### config.mk
export PLATFORM = sky130hd
export DESIGN_NAME = eisa_bridge_decode_irq
export DESIGN_NICKNAME = d
export VERILOG_FILES = /design/src/hw/eisa_bridge_pkg.sv /design/src/hw/eisa_bridge_decode_irq.sv
export SDC_FILE = /design/constraint.sdc
export NUM_CORES = 2
export LEC_CHECK = 0
export BUFFER_PORTS_ARGS = -buffer_cell sky130_fd_sc_hd__buf_2
export CORE_MARGIN = 2
export CORE_UTILIZATION = 40
export CTS_CLUSTER_SIZE = 28
export DETAILED_ROUTE_END_ITERATION = 8
export MAX_ROUTING_LAYER = met4
export PLACE_DENSITY_LB_ADDON = 0.25
export SYNTH_ARGS = -nofsm -noshare
export SYNTH_HDL_FRONTEND = slang
export SYNTH_SLANG_ARGS = --single-unit
export TNS_END_PERCENT = 5
### constraint.sdc
create_clock -name I_MCLK -period 6.2 [get_ports I_MCLK]
set_clock_uncertainty 0.15 [all_clocks]
set_input_delay 0.31 -clock I_MCLK [delete_from_list [all_inputs] [get_ports I_MCLK]]
set_output_delay 0.31 -clock I_MCLK [all_outputs]
set_load 0.005 [all_outputs]
### src/hw/eisa_bridge_pkg.sv
package eisa_bridge_pkg;
    // ==========================================================
    // line buffers
    localparam int LB_DEPTH = 4;
    localparam int LB_BYTES = 16;
    localparam int LB_DATA_W = LB_BYTES * 8;
    localparam logic [2:0] LB_FULL = 3'h4;
    // ==========================================================
    // pci i/o map, byte addresses
    localparam logic [31:0] SUBTR_LIMIT = 32'h0001_0000;
    localparam logic [31:0] BRIDGE_LAST = 32'h0000_0FFF;
    localparam logic [31:0] SLOT_LAST = 32'h0000_8FFF;
    localparam logic [31:0] FREE_LAST = 32'h0000_FFFF;
    localparam logic [31:0] FSPARSE_LAST = 32'h00FF_FFFF;
    localparam logic [31:0] VSPARSE_LAST = 32'h07FF_FFFF;
    localparam int SLOT_LSB = 12;
    // ==========================================================
    // cpu i/o window, sparse by 32
    localparam logic [35:0] CPU_IO_BASE = 36'h2_0000_0000;
    localparam logic [35:0] CPU_IO_LAST = 36'h2_FFFF_FFFF;
    localparam int CPU_SHIFT = 5;
    // ==========================================================
    // eisa fixed local hole, upper bound exclusive
    localparam logic [31:0] EISA_HOLE_LO = 32'h0008_0000;
    localparam logic [31:0] EISA_HOLE_HI = 32'h0010_0000;
    // ==========================================================
    // controller tree
    localparam int SLAVES = 4;
    localparam logic [2:0] ML_TIMER = 3'h0;
    localparam logic [2:0] ML_PASSIVE = 3'h7;
    localparam logic [7:0] MASTER_VEC_BASE = 8'h00;
    localparam logic [7:0] SLAVE_VEC_BASE = 8'h08;
    localparam int HOST_PINS = 5;
    localparam int HP_NMI = 0;
    localparam int HP_DEV = 1;
    localparam int HP_ENET = 4;

    typedef enum logic [2:0]
    {
        ACK_IDLE = 3'h0,
        ACK_FLUSH = 3'h1,
        ACK_PULSE1 = 3'h3,
        ACK_GAP = 3'h2,
        ACK_PULSE2 = 3'h6
    } ack_state_t;

    typedef enum logic [2:0]
    {
        RG_BRIDGE = 3'h0,
        RG_SLOT = 3'h1,
        RG_FREE = 3'h2,
        RG_FSPARSE = 3'h3,
        RG_VSPARSE = 3'h4,
        RG_NONE = 3'h5
    } region_t;

    typedef struct packed {logic valid; logic write; logic [31:0] addr;} io_req_t;
    typedef struct packed {logic valid; logic [35:0] addr;} cpu_req_t;
    typedef struct packed {logic to_pci; logic [31:0] addr; logic [LB_DATA_W-1:0] data;} lb_entry_t;

    // {found, index} of the lowest set bit: line 0 wins
    function automatic logic [3:0] prio8(input logic [7:0] v);
        logic [3:0] r;
        r = 4'h0;
        for (int i = 7; i >= 0; i--)
        begin
            if (v[i])
                r = {1'b1, 3'(i)};
        end
        return r;
    endfunction

    // {is cascade, slave number} for a master line
    function automatic logic [2:0] casc(input logic [2:0] line);
        case (line)
            3'h1: casc = 3'h4;
            3'h3: casc = 3'h5;
            3'h4: casc = 3'h6;
            3'h5: casc = 3'h7;
            default: casc = 3'h0;
        endcase
    endfunction
endpackage

### src/hw/eisa_bridge_decode_irq.sv
`timescale 1ns/1ps
module eisa_bridge_decode_irq
(
    input wire logic I_MCLK,
    input wire logic I_RESET_N,
    input wire eisa_bridge_pkg::io_req_t I_PCI_IO,
    input wire logic I_DEVSEL_SEEN,
    output logic O_SUB_CLAIM,
    output eisa_bridge_pkg::region_t O_REGION,
    output logic [3:0] O_SLOT,
    input wire eisa_bridge_pkg::cpu_req_t I_CPU_IO,
    output logic O_CPU_HIT,
    output logic [31:0] O_CPU_PCI_ADDR,
    input wire eisa_bridge_pkg::io_req_t I_EISA_CYC,
    input wire logic I_HOLE_EN,
    input wire logic [31:0] I_HOLE_LO,
    input wire logic [31:0] I_HOLE_HI,
    output logic O_EISA_TO_PCI,
    output logic O_EISA_LOCAL,
    input wire logic I_LB_IN_VALID,
    output logic O_LB_IN_READY,
    input wire eisa_bridge_pkg::lb_entry_t I_LB_IN,
    output logic O_LB_OUT_VALID,
    input wire logic I_LB_OUT_READY,
    output eisa_bridge_pkg::lb_entry_t O_LB_OUT,
    input wire logic [31:0] I_SLAVE_IRQ,
    input wire logic I_TIMER_IRQ,
    input wire logic I_PASSIVE_REL,
    input wire logic I_NMI,
    input wire logic I_ENET_IRQ,
    input wire logic [31:0] I_SLAVE_MASK,
    input wire logic [7:0] I_MASTER_MASK,
    input wire logic I_EOI,
    output logic [eisa_bridge_pkg::HOST_PINS-1:0] O_HOST_INTR,
    input wire logic I_INTERRUPT_ACK_READ_REQ,
    output logic O_INTERRUPT_ACK_READ_PULSE,
    output logic O_INTERRUPT_ACK_READ_DONE,
    output logic [7:0] O_INTERRUPT_ACK_READ_VECTOR,
    output logic [7:0] O_MASTER_ISR
);
    // ==========================================================
    // state
    typedef struct packed
    {
        eisa_bridge_pkg::ack_state_t ack;
        logic [35:0] irq_meta;
        logic [35:0] irq_pin;
        logic [eisa_bridge_pkg::LB_DEPTH-1:0][$bits(eisa_bridge_pkg::lb_entry_t)-1:0] lb;
        logic [1:0] wr;
        logic [1:0] rd;
        logic [2:0] cnt;
        logic claim;
        eisa_bridge_pkg::region_t region;
        logic [3:0] slot;
        logic cpu_hit;
        logic [31:0] cpu_pci;
        logic eisa_fwd;
        logic eisa_local;
        logic [eisa_bridge_pkg::HOST_PINS-1:0] host;
        logic [7:0] master_isr;
        logic [eisa_bridge_pkg::SLAVES-1:0][7:0] slave_isr;
        logic [7:0] vector;
        logic done;
    } state_t;

    state_t st;
    state_t next_st;

    logic [eisa_bridge_pkg::SLAVES-1:0][7:0] slave_pend;
    logic [7:0] master_req;
    logic [7:0] master_pend;
    logic [31:0] slave_raw;
    eisa_bridge_pkg::lb_entry_t head;
    logic push;
    logic pop;

    assign slave_raw = st.irq_pin[31:0];
    assign head = eisa_bridge_pkg::lb_entry_t'(st.lb[st.rd]);

    // ==========================================================
    // controller tree, level requests after the synchroniser
    always_comb
    begin
        for (int s = 0; s < eisa_bridge_pkg::SLAVES; s++)
            slave_pend[s] = slave_raw[8*s +: 8] & ~I_SLAVE_MASK[8*s +: 8];
        master_req = 8'h00;
        master_req[eisa_bridge_pkg::ML_TIMER] = st.irq_pin[32];
        master_req[1] = |slave_pend[0];
        master_req[3] = |slave_pend[1];
        master_req[4] = |slave_pend[2];
        master_req[5] = |slave_pend[3];
        master_req[eisa_bridge_pkg::ML_PASSIVE] = st.irq_pin[33];
    end
    assign master_pend = master_req & ~I_MASTER_MASK;

    // ==========================================================
    // line buffers: one ordered queue for both directions
    // a direction change waits for the queue to drain, so a read return
    // can never pass an older write; costs a bubble per turnaround
    always_comb
    begin
        O_LB_IN_READY = (st.cnt != eisa_bridge_pkg::LB_FULL)
            && (st.ack == eisa_bridge_pkg::ACK_IDLE)
            && (st.cnt == 3'h0 || head.to_pci == I_LB_IN.to_pci);
    end
    assign O_LB_OUT_VALID = (st.cnt != 3'h0);
    assign O_LB_OUT = head;
    assign push = I_LB_IN_VALID && O_LB_IN_READY;
    assign pop = O_LB_OUT_VALID && I_LB_OUT_READY;

    // ==========================================================
    // next state
    always_comb
    begin
        logic [3:0] mp;
        logic [3:0] sp;
        logic [2:0] cs;
        logic [7:0] set_m;
        logic [eisa_bridge_pkg::SLAVES-1:0][7:0] set_s;
        mp = eisa_bridge_pkg::prio8(master_pend);
        cs = eisa_bridge_pkg::casc(mp[2:0]);
        sp = eisa_bridge_pkg::prio8(slave_pend[cs[1:0]]);
        set_m = 8'h00;
        set_s = '0;
        next_st = st;
        next_st.irq_meta = {I_ENET_IRQ, I_NMI, I_PASSIVE_REL, I_TIMER_IRQ, I_SLAVE_IRQ};
        next_st.irq_pin = st.irq_meta;
        next_st.done = 1'b0;

        // pci i/o decode
        next_st.claim = I_PCI_IO.valid && (I_PCI_IO.addr < eisa_bridge_pkg::SUBTR_LIMIT)
            && !I_DEVSEL_SEEN;
        next_st.slot = 4'h0;
        if (I_PCI_IO.addr <= eisa_bridge_pkg::BRIDGE_LAST)
            next_st.region = eisa_bridge_pkg::RG_BRIDGE;
        else if (I_PCI_IO.addr <= eisa_bridge_pkg::SLOT_LAST)
        begin
            next_st.region = eisa_bridge_pkg::RG_SLOT;
            next_st.slot = I_PCI_IO.addr[eisa_bridge_pkg::SLOT_LSB +: 4];
        end
        else if (I_PCI_IO.addr <= eisa_bridge_pkg::FREE_LAST)
            next_st.region = eisa_bridge_pkg::RG_FREE;
        else if (I_PCI_IO.addr <= eisa_bridge_pkg::FSPARSE_LAST)
            next_st.region = eisa_bridge_pkg::RG_FSPARSE;
        else if (I_PCI_IO.addr <= eisa_bridge_pkg::VSPARSE_LAST)
            next_st.region = eisa_bridge_pkg::RG_VSPARSE;
        else
            next_st.region = eisa_bridge_pkg::RG_NONE;

        // cpu window to pci i/o, five address bits carry length
        next_st.cpu_hit = I_CPU_IO.valid && (I_CPU_IO.addr >= eisa_bridge_pkg::CPU_IO_BASE)
            && (I_CPU_IO.addr <= eisa_bridge_pkg::CPU_IO_LAST);
        next_st.cpu_pci = 32'((I_CPU_IO.addr - eisa_bridge_pkg::CPU_IO_BASE)
            >> eisa_bridge_pkg::CPU_SHIFT);

        // eisa originated cycles
        next_st.eisa_fwd = I_EISA_CYC.valid
            && !(I_EISA_CYC.addr >= eisa_bridge_pkg::EISA_HOLE_LO
                && I_EISA_CYC.addr < eisa_bridge_pkg::EISA_HOLE_HI)
            && !(I_HOLE_EN && I_EISA_CYC.addr >= I_HOLE_LO
                && I_EISA_CYC.addr < I_HOLE_HI);
        next_st.eisa_local = I_EISA_CYC.valid && !next_st.eisa_fwd;

        // line buffer pointers
        if (push)
        begin
            next_st.lb[st.wr] = I_LB_IN;
            next_st.wr = st.wr + 2'h1;
        end
        if (pop)
            next_st.rd = st.rd + 2'h1;
        next_st.cnt = 3'(st.cnt + {2'h0, push} - {2'h0, pop});

        // host pins
        next_st.host = '0;
        next_st.host[eisa_bridge_pkg::HP_NMI] = st.irq_pin[34];
        next_st.host[eisa_bridge_pkg::HP_DEV] = |master_pend;
        next_st.host[eisa_bridge_pkg::HP_ENET] = st.irq_pin[35];

        // acknowledge sequence
        unique case (st.ack)
            eisa_bridge_pkg::ACK_IDLE:
                if (I_INTERRUPT_ACK_READ_REQ)
                    next_st.ack = eisa_bridge_pkg::ACK_FLUSH;
            eisa_bridge_pkg::ACK_FLUSH:
                if (st.cnt == 3'h0)
                    next_st.ack = eisa_bridge_pkg::ACK_PULSE1;
            eisa_bridge_pkg::ACK_PULSE1:
            begin
                next_st.ack = eisa_bridge_pkg::ACK_GAP;
                if (!mp[3] || mp[2:0] == eisa_bridge_pkg::ML_PASSIVE)
                    next_st.vector = eisa_bridge_pkg::MASTER_VEC_BASE
                        + {5'h00, eisa_bridge_pkg::ML_PASSIVE};
                else if (cs[2])
                begin
                    next_st.vector = eisa_bridge_pkg::SLAVE_VEC_BASE
                        + {3'h0, cs[1:0], sp[2:0]};
                    set_m[mp[2:0]] = 1'b1;
                    set_s[cs[1:0]][sp[2:0]] = sp[3];
                end
                else
                begin
                    next_st.vector = eisa_bridge_pkg::MASTER_VEC_BASE + {5'h00, mp[2:0]};
                    set_m[mp[2:0]] = 1'b1;
                end
            end
            eisa_bridge_pkg::ACK_GAP:
                next_st.ack = eisa_bridge_pkg::ACK_PULSE2;
            eisa_bridge_pkg::ACK_PULSE2:
            begin
                next_st.ack = eisa_bridge_pkg::ACK_IDLE;
                next_st.done = 1'b1;
            end
            default:
                next_st.ack = eisa_bridge_pkg::ACK_IDLE;
        endcase

        // an acknowledge landing with end of interrupt keeps its bit
        next_st.master_isr = (I_EOI ? 8'h00 : st.master_isr) | set_m;
        next_st.slave_isr = (I_EOI ? '0 : st.slave_isr) | set_s;
    end

    always_ff @(posedge I_MCLK)
    begin
        if (!I_RESET_N)
            st <= '0;
        else
            st <= next_st;
    end

    // ==========================================================
    // outputs
    assign O_SUB_CLAIM = st.claim;
    assign O_REGION = st.region;
    assign O_SLOT = st.slot;
    assign O_CPU_HIT = st.cpu_hit;
    assign O_CPU_PCI_ADDR = st.cpu_pci;
    assign O_EISA_TO_PCI = st.eisa_fwd;
    assign O_EISA_LOCAL = st.eisa_local;
    assign O_HOST_INTR = st.host;
    assign O_INTERRUPT_ACK_READ_PULSE = (st.ack == eisa_bridge_pkg::ACK_PULSE1)
        || (st.ack == eisa_bridge_pkg::ACK_PULSE2);
    assign O_INTERRUPT_ACK_READ_DONE = st.done;
    assign O_INTERRUPT_ACK_READ_VECTOR = st.vector;
    assign O_MASTER_ISR = st.master_isr;
endmodule // eisa_bridge_decode_irq

==> impl_metrics.json <==
{
  "synth_top_area_cell": "dfxtp_1",
  "synthAdderAreaFrac": 0.0274,
  "grt_usage": 0.240,
  "row_count": 105,
  "cts_root_buffer": "clkbuf_16",
  "p_seq_frac": 0.404,
  "placed_area_sq_um": 36000,
  "place_congestion": 0.889,
  "ant_nets": 0,
  "path_max_fanout": 105,
  "power.share.switching": 0.297,
  "cp_common_cell": "buf_4",
  "viasPerCell": 5.07,
  "r2r_slack_ns": 1.80,
  "p_per_area_nw_per_um2": 335,
  "area_growth_pct": 25.1,
  "finalMaxSlewViolations": 0,
  "finalSetupTns_ns": 0,
  "synth_cell_types": 60,
  "finalNetCount": 4907,
  "die_area_sq_um": 85400,
  "slowest_delay_ns": 0.74,
  "die_y_um": 292,
  "routed_wl_um": 103000,
  "detailed_place_hpwl_um": 61100,
  "post-route-period-util": 0.710,
  "grt_pass1_vias": 28100,
  "hold_class": "input pin to register",
  "synth_top_family_by_area": "simple AND/OR/NAND/NOR gates",
  "final_area_sq_um": 41500,
  "drc_errors": 0,
  "grt_pass1_wl_um": 158000,
  "boundaryPins": 643,
  "synth_edf_count": 0,
  "port_buffers": 616,
  "clock-sinks": 786,
  "critPathArrivalTime_ns": 4.71,
  "synthesis.area_sq_um": 33200,
  "synth_warnings": 0,
  "clkSlewWorstSetupHoldPaths_ns": 0.06,
  "cts_setup_buffers": 0,
  "synthTopCellsByArea": "dfxtp_1 (47%), nand2_1 (15%), mux4_2 (11%)",
  "finalSetupViolCount": 0,
  "grt_max_degree": 213,
  "p_sw_uw": 4130,
  "coreArea_sq_um": 82100,
  "synthFlopType": "dfxtp_1",
  "synth.avg_cell_area_sq_um": 8.83,
  "drive_gt1_frac": 0.215,
  "path_cells": "mux4_2 > xnor2_1 > o21ai_1 > a2111oi_4 > and2_1 > buf_4 > nand2_8 > buf_4 > nand2_1 > a21oi_1",
  "tightest_slew_ns": 1.23,
  "yosysTopAreaCellShare": 0.474,
  "grt_antenna_before_repair": 14,
  "start_kind": "register",
  "yosysSeqAreaShare": 0.474,
  "crit_path_end_kind": "register",
  "fmax_mhz": 227,
  "drtIter0Drc": 1687,
  "min_period_ns": 4.40,
  "vdd_drop_max_v": 0.000272,
  "pwr-share-comb": 0.215,
  "vias": 28200,
  "final_common_cell": "nand2_1",
  "cts_tree": "built",
  "synth_compound_area_frac": 0.118,
  "grt.overflow.total": 0,
  "firstDrtPassIters": 6,
  "leakagePower_uw": 0.0161,
  "synth_simple_gate_area_frac": 0.193,
  "nFillCells": 7695,
  "async_flop_share": 0,
  "rsz0062_at_grt": "no",
  "worstSetupPathType": "register to register",
  "ys_ff_latch": 786,
  "cts_htree_levels": 3,
  "cpMaxStageDelayCell": "dfxtp_4",
  "wl_per_cell_um": 18.4,
  "slew-limit-headroom": 0.181,
  "layout_common_cells": "nand2_1 (1309), dfxtp_1 (784), a21oi_1 (669)",
  "cp.required_ns": 6.51,
  "outcome": "complete, no violations",
  "final_hold_viol_count": 0,
  "p_clk_frac": 0.381,
  "seq_area_sq_um": 15700,
  "die_width_um": 292,
  "cap_violations": 0,
  "p_int_uw": 9770,
  "synth-xor-area-share": 0.00237,
  "clkLatencyLatePin_ns": 0.63,
  "syn_inst": 3760,
  "synthMuxAreaShare": 0.115,
  "cts.path.max_buffers": 3,
  "multi_input_area_sq_um": 15200,
  "start_util": 0.404,
  "cts-buffers-inserted": 87
}
path summary, 6_finish.rpt:
check          startpoint           end  cells after the start
max               st[101]       st[676]                     10
min             I_RESET_N  next_st[779]                      3
max reg2reg       st[101]       st[676]                     10
min reg2reg  next_st[749]  slave_raw[1]                      1
cells in the mapped netlist, types with 3 or more instances:
cell	number
dfxtp_1	786
mux2_2	5
nor2_1	41
a21oi_1	669
and3_1	14
nand3_1	3
a31oi_1	6
xnor2_1	6
xor2_1	3
a22oi_1	4
buf_4	76
nand2b_1	14
mux4_2	162
nor3_1	12
nand2_2	4
inv_1	83
buf_2	35
ha_1	71
nand4_1	12
buf_1	25
nor2b_1	26
nand2_1	1309
nor4b_1	3
clkbuf_1	123
o21ai_0	13
buf_6	67
mux2i_1	11
and2_1	108
a21o_1	21
a211oi_1	3
nor4_1	9
power groups by stage:
stage	Clock, uW	Sequential (uW)	Combinational [uW]
after floorplan	0	5640	1970
after global placement	0	5710	2860
after detailed placement	0	5720	2890
after CTS	5420	5610	3030
after global routing	5620	5650	3270
final	5300	5610	2990
registers in the layout, indices dropped and copies added, names as in the netlist:
register and count:
O_CPU_HIT 1, master_req 2, slave_raw 32, O_SLOT 4, O_EISA_TO_PCI 1, O_INTERRUPT_ACK_READ_VECTOR 6
O_REGION 3, O_EISA_LOCAL 1, O_CPU_PCI_ADDR 31, O_SUB_CLAIM 1, O_HOST_INTR 3, O_MASTER_ISR 8
st 654, next_st 38, O_INTERRUPT_ACK_READ_DONE 1
area by class of cell:
| class | instances | area share |
|---|---|---|
| Inverter | 84 | 0.00777 |
| Tap cell | 1070 | 0.0322 |
| Sequential cell | 786 | 0.379 |
| Clock buffer | 113 | 0.0570 |
| Antenna cell | 14 | 0.000843 |
| Timing Repair Buffer | 894 | 0.144 |
| Clock inverter | 45 | 0.0139 |
| Multi-Input combinational cell | 2568 | 0.366 |
per-layer routing:
layer	GRT usage	vias to the layer above	share of wire
met5	-	-	0
met4	0.0732	0	0.027
met3	0.0511	170	0.065
met2	0.398	800	0.49
met1	0.292	13500	0.42
li1	-	13800	-
critical path, delay by kind of cell (launching register included):
| kind | cells | cell delay [ns] |
|---|---|---|
| xor gates and xnor gates | 1 | 0.39 |
| muxes | 1 | 0.43 |
| and+or+nand+nor | 3 | 0.87 |
| AOI/OAI and AO/OA | 3 | 0.80 |
| DFF | 1 | 0.74 |
| buffers and inverters | 2 | 0.79 |
cell families after synthesis:
logic type	after synthesis
XOR/XNOR	9
other	1
adder cells (fa/ha/maj)	72
flip-flops	786
multiplexers	178
AO/OA/AOI/OAI	741
buffers and inverters	410
AND/OR/NAND/NOR	1563
through the flow:
stage	hold WS [ns]	total power (uW)	instances	setup slack, ns	util
after CTS	0.0279	14100	5560	1.65	0.505
after global placement	0.262	8570	5151	1.88	0.439
after detailed placement	0.267	8610	5151	1.84	0.439
after global routing	0.0486	14500	5574	1.47	0.506
final	0.0560	13900	5574	1.80	0.506
after floorplan	0.232	7610	3764	2.70	-
what timing repair did:
| item | CTS | global route |
|---|---|---|
| hold buffers | 251 | 0 |
| hold endpoints to repair | 728 | 0 |
| resized for setup | 0 | 0 |
Power figures use the tool's default switching activity.
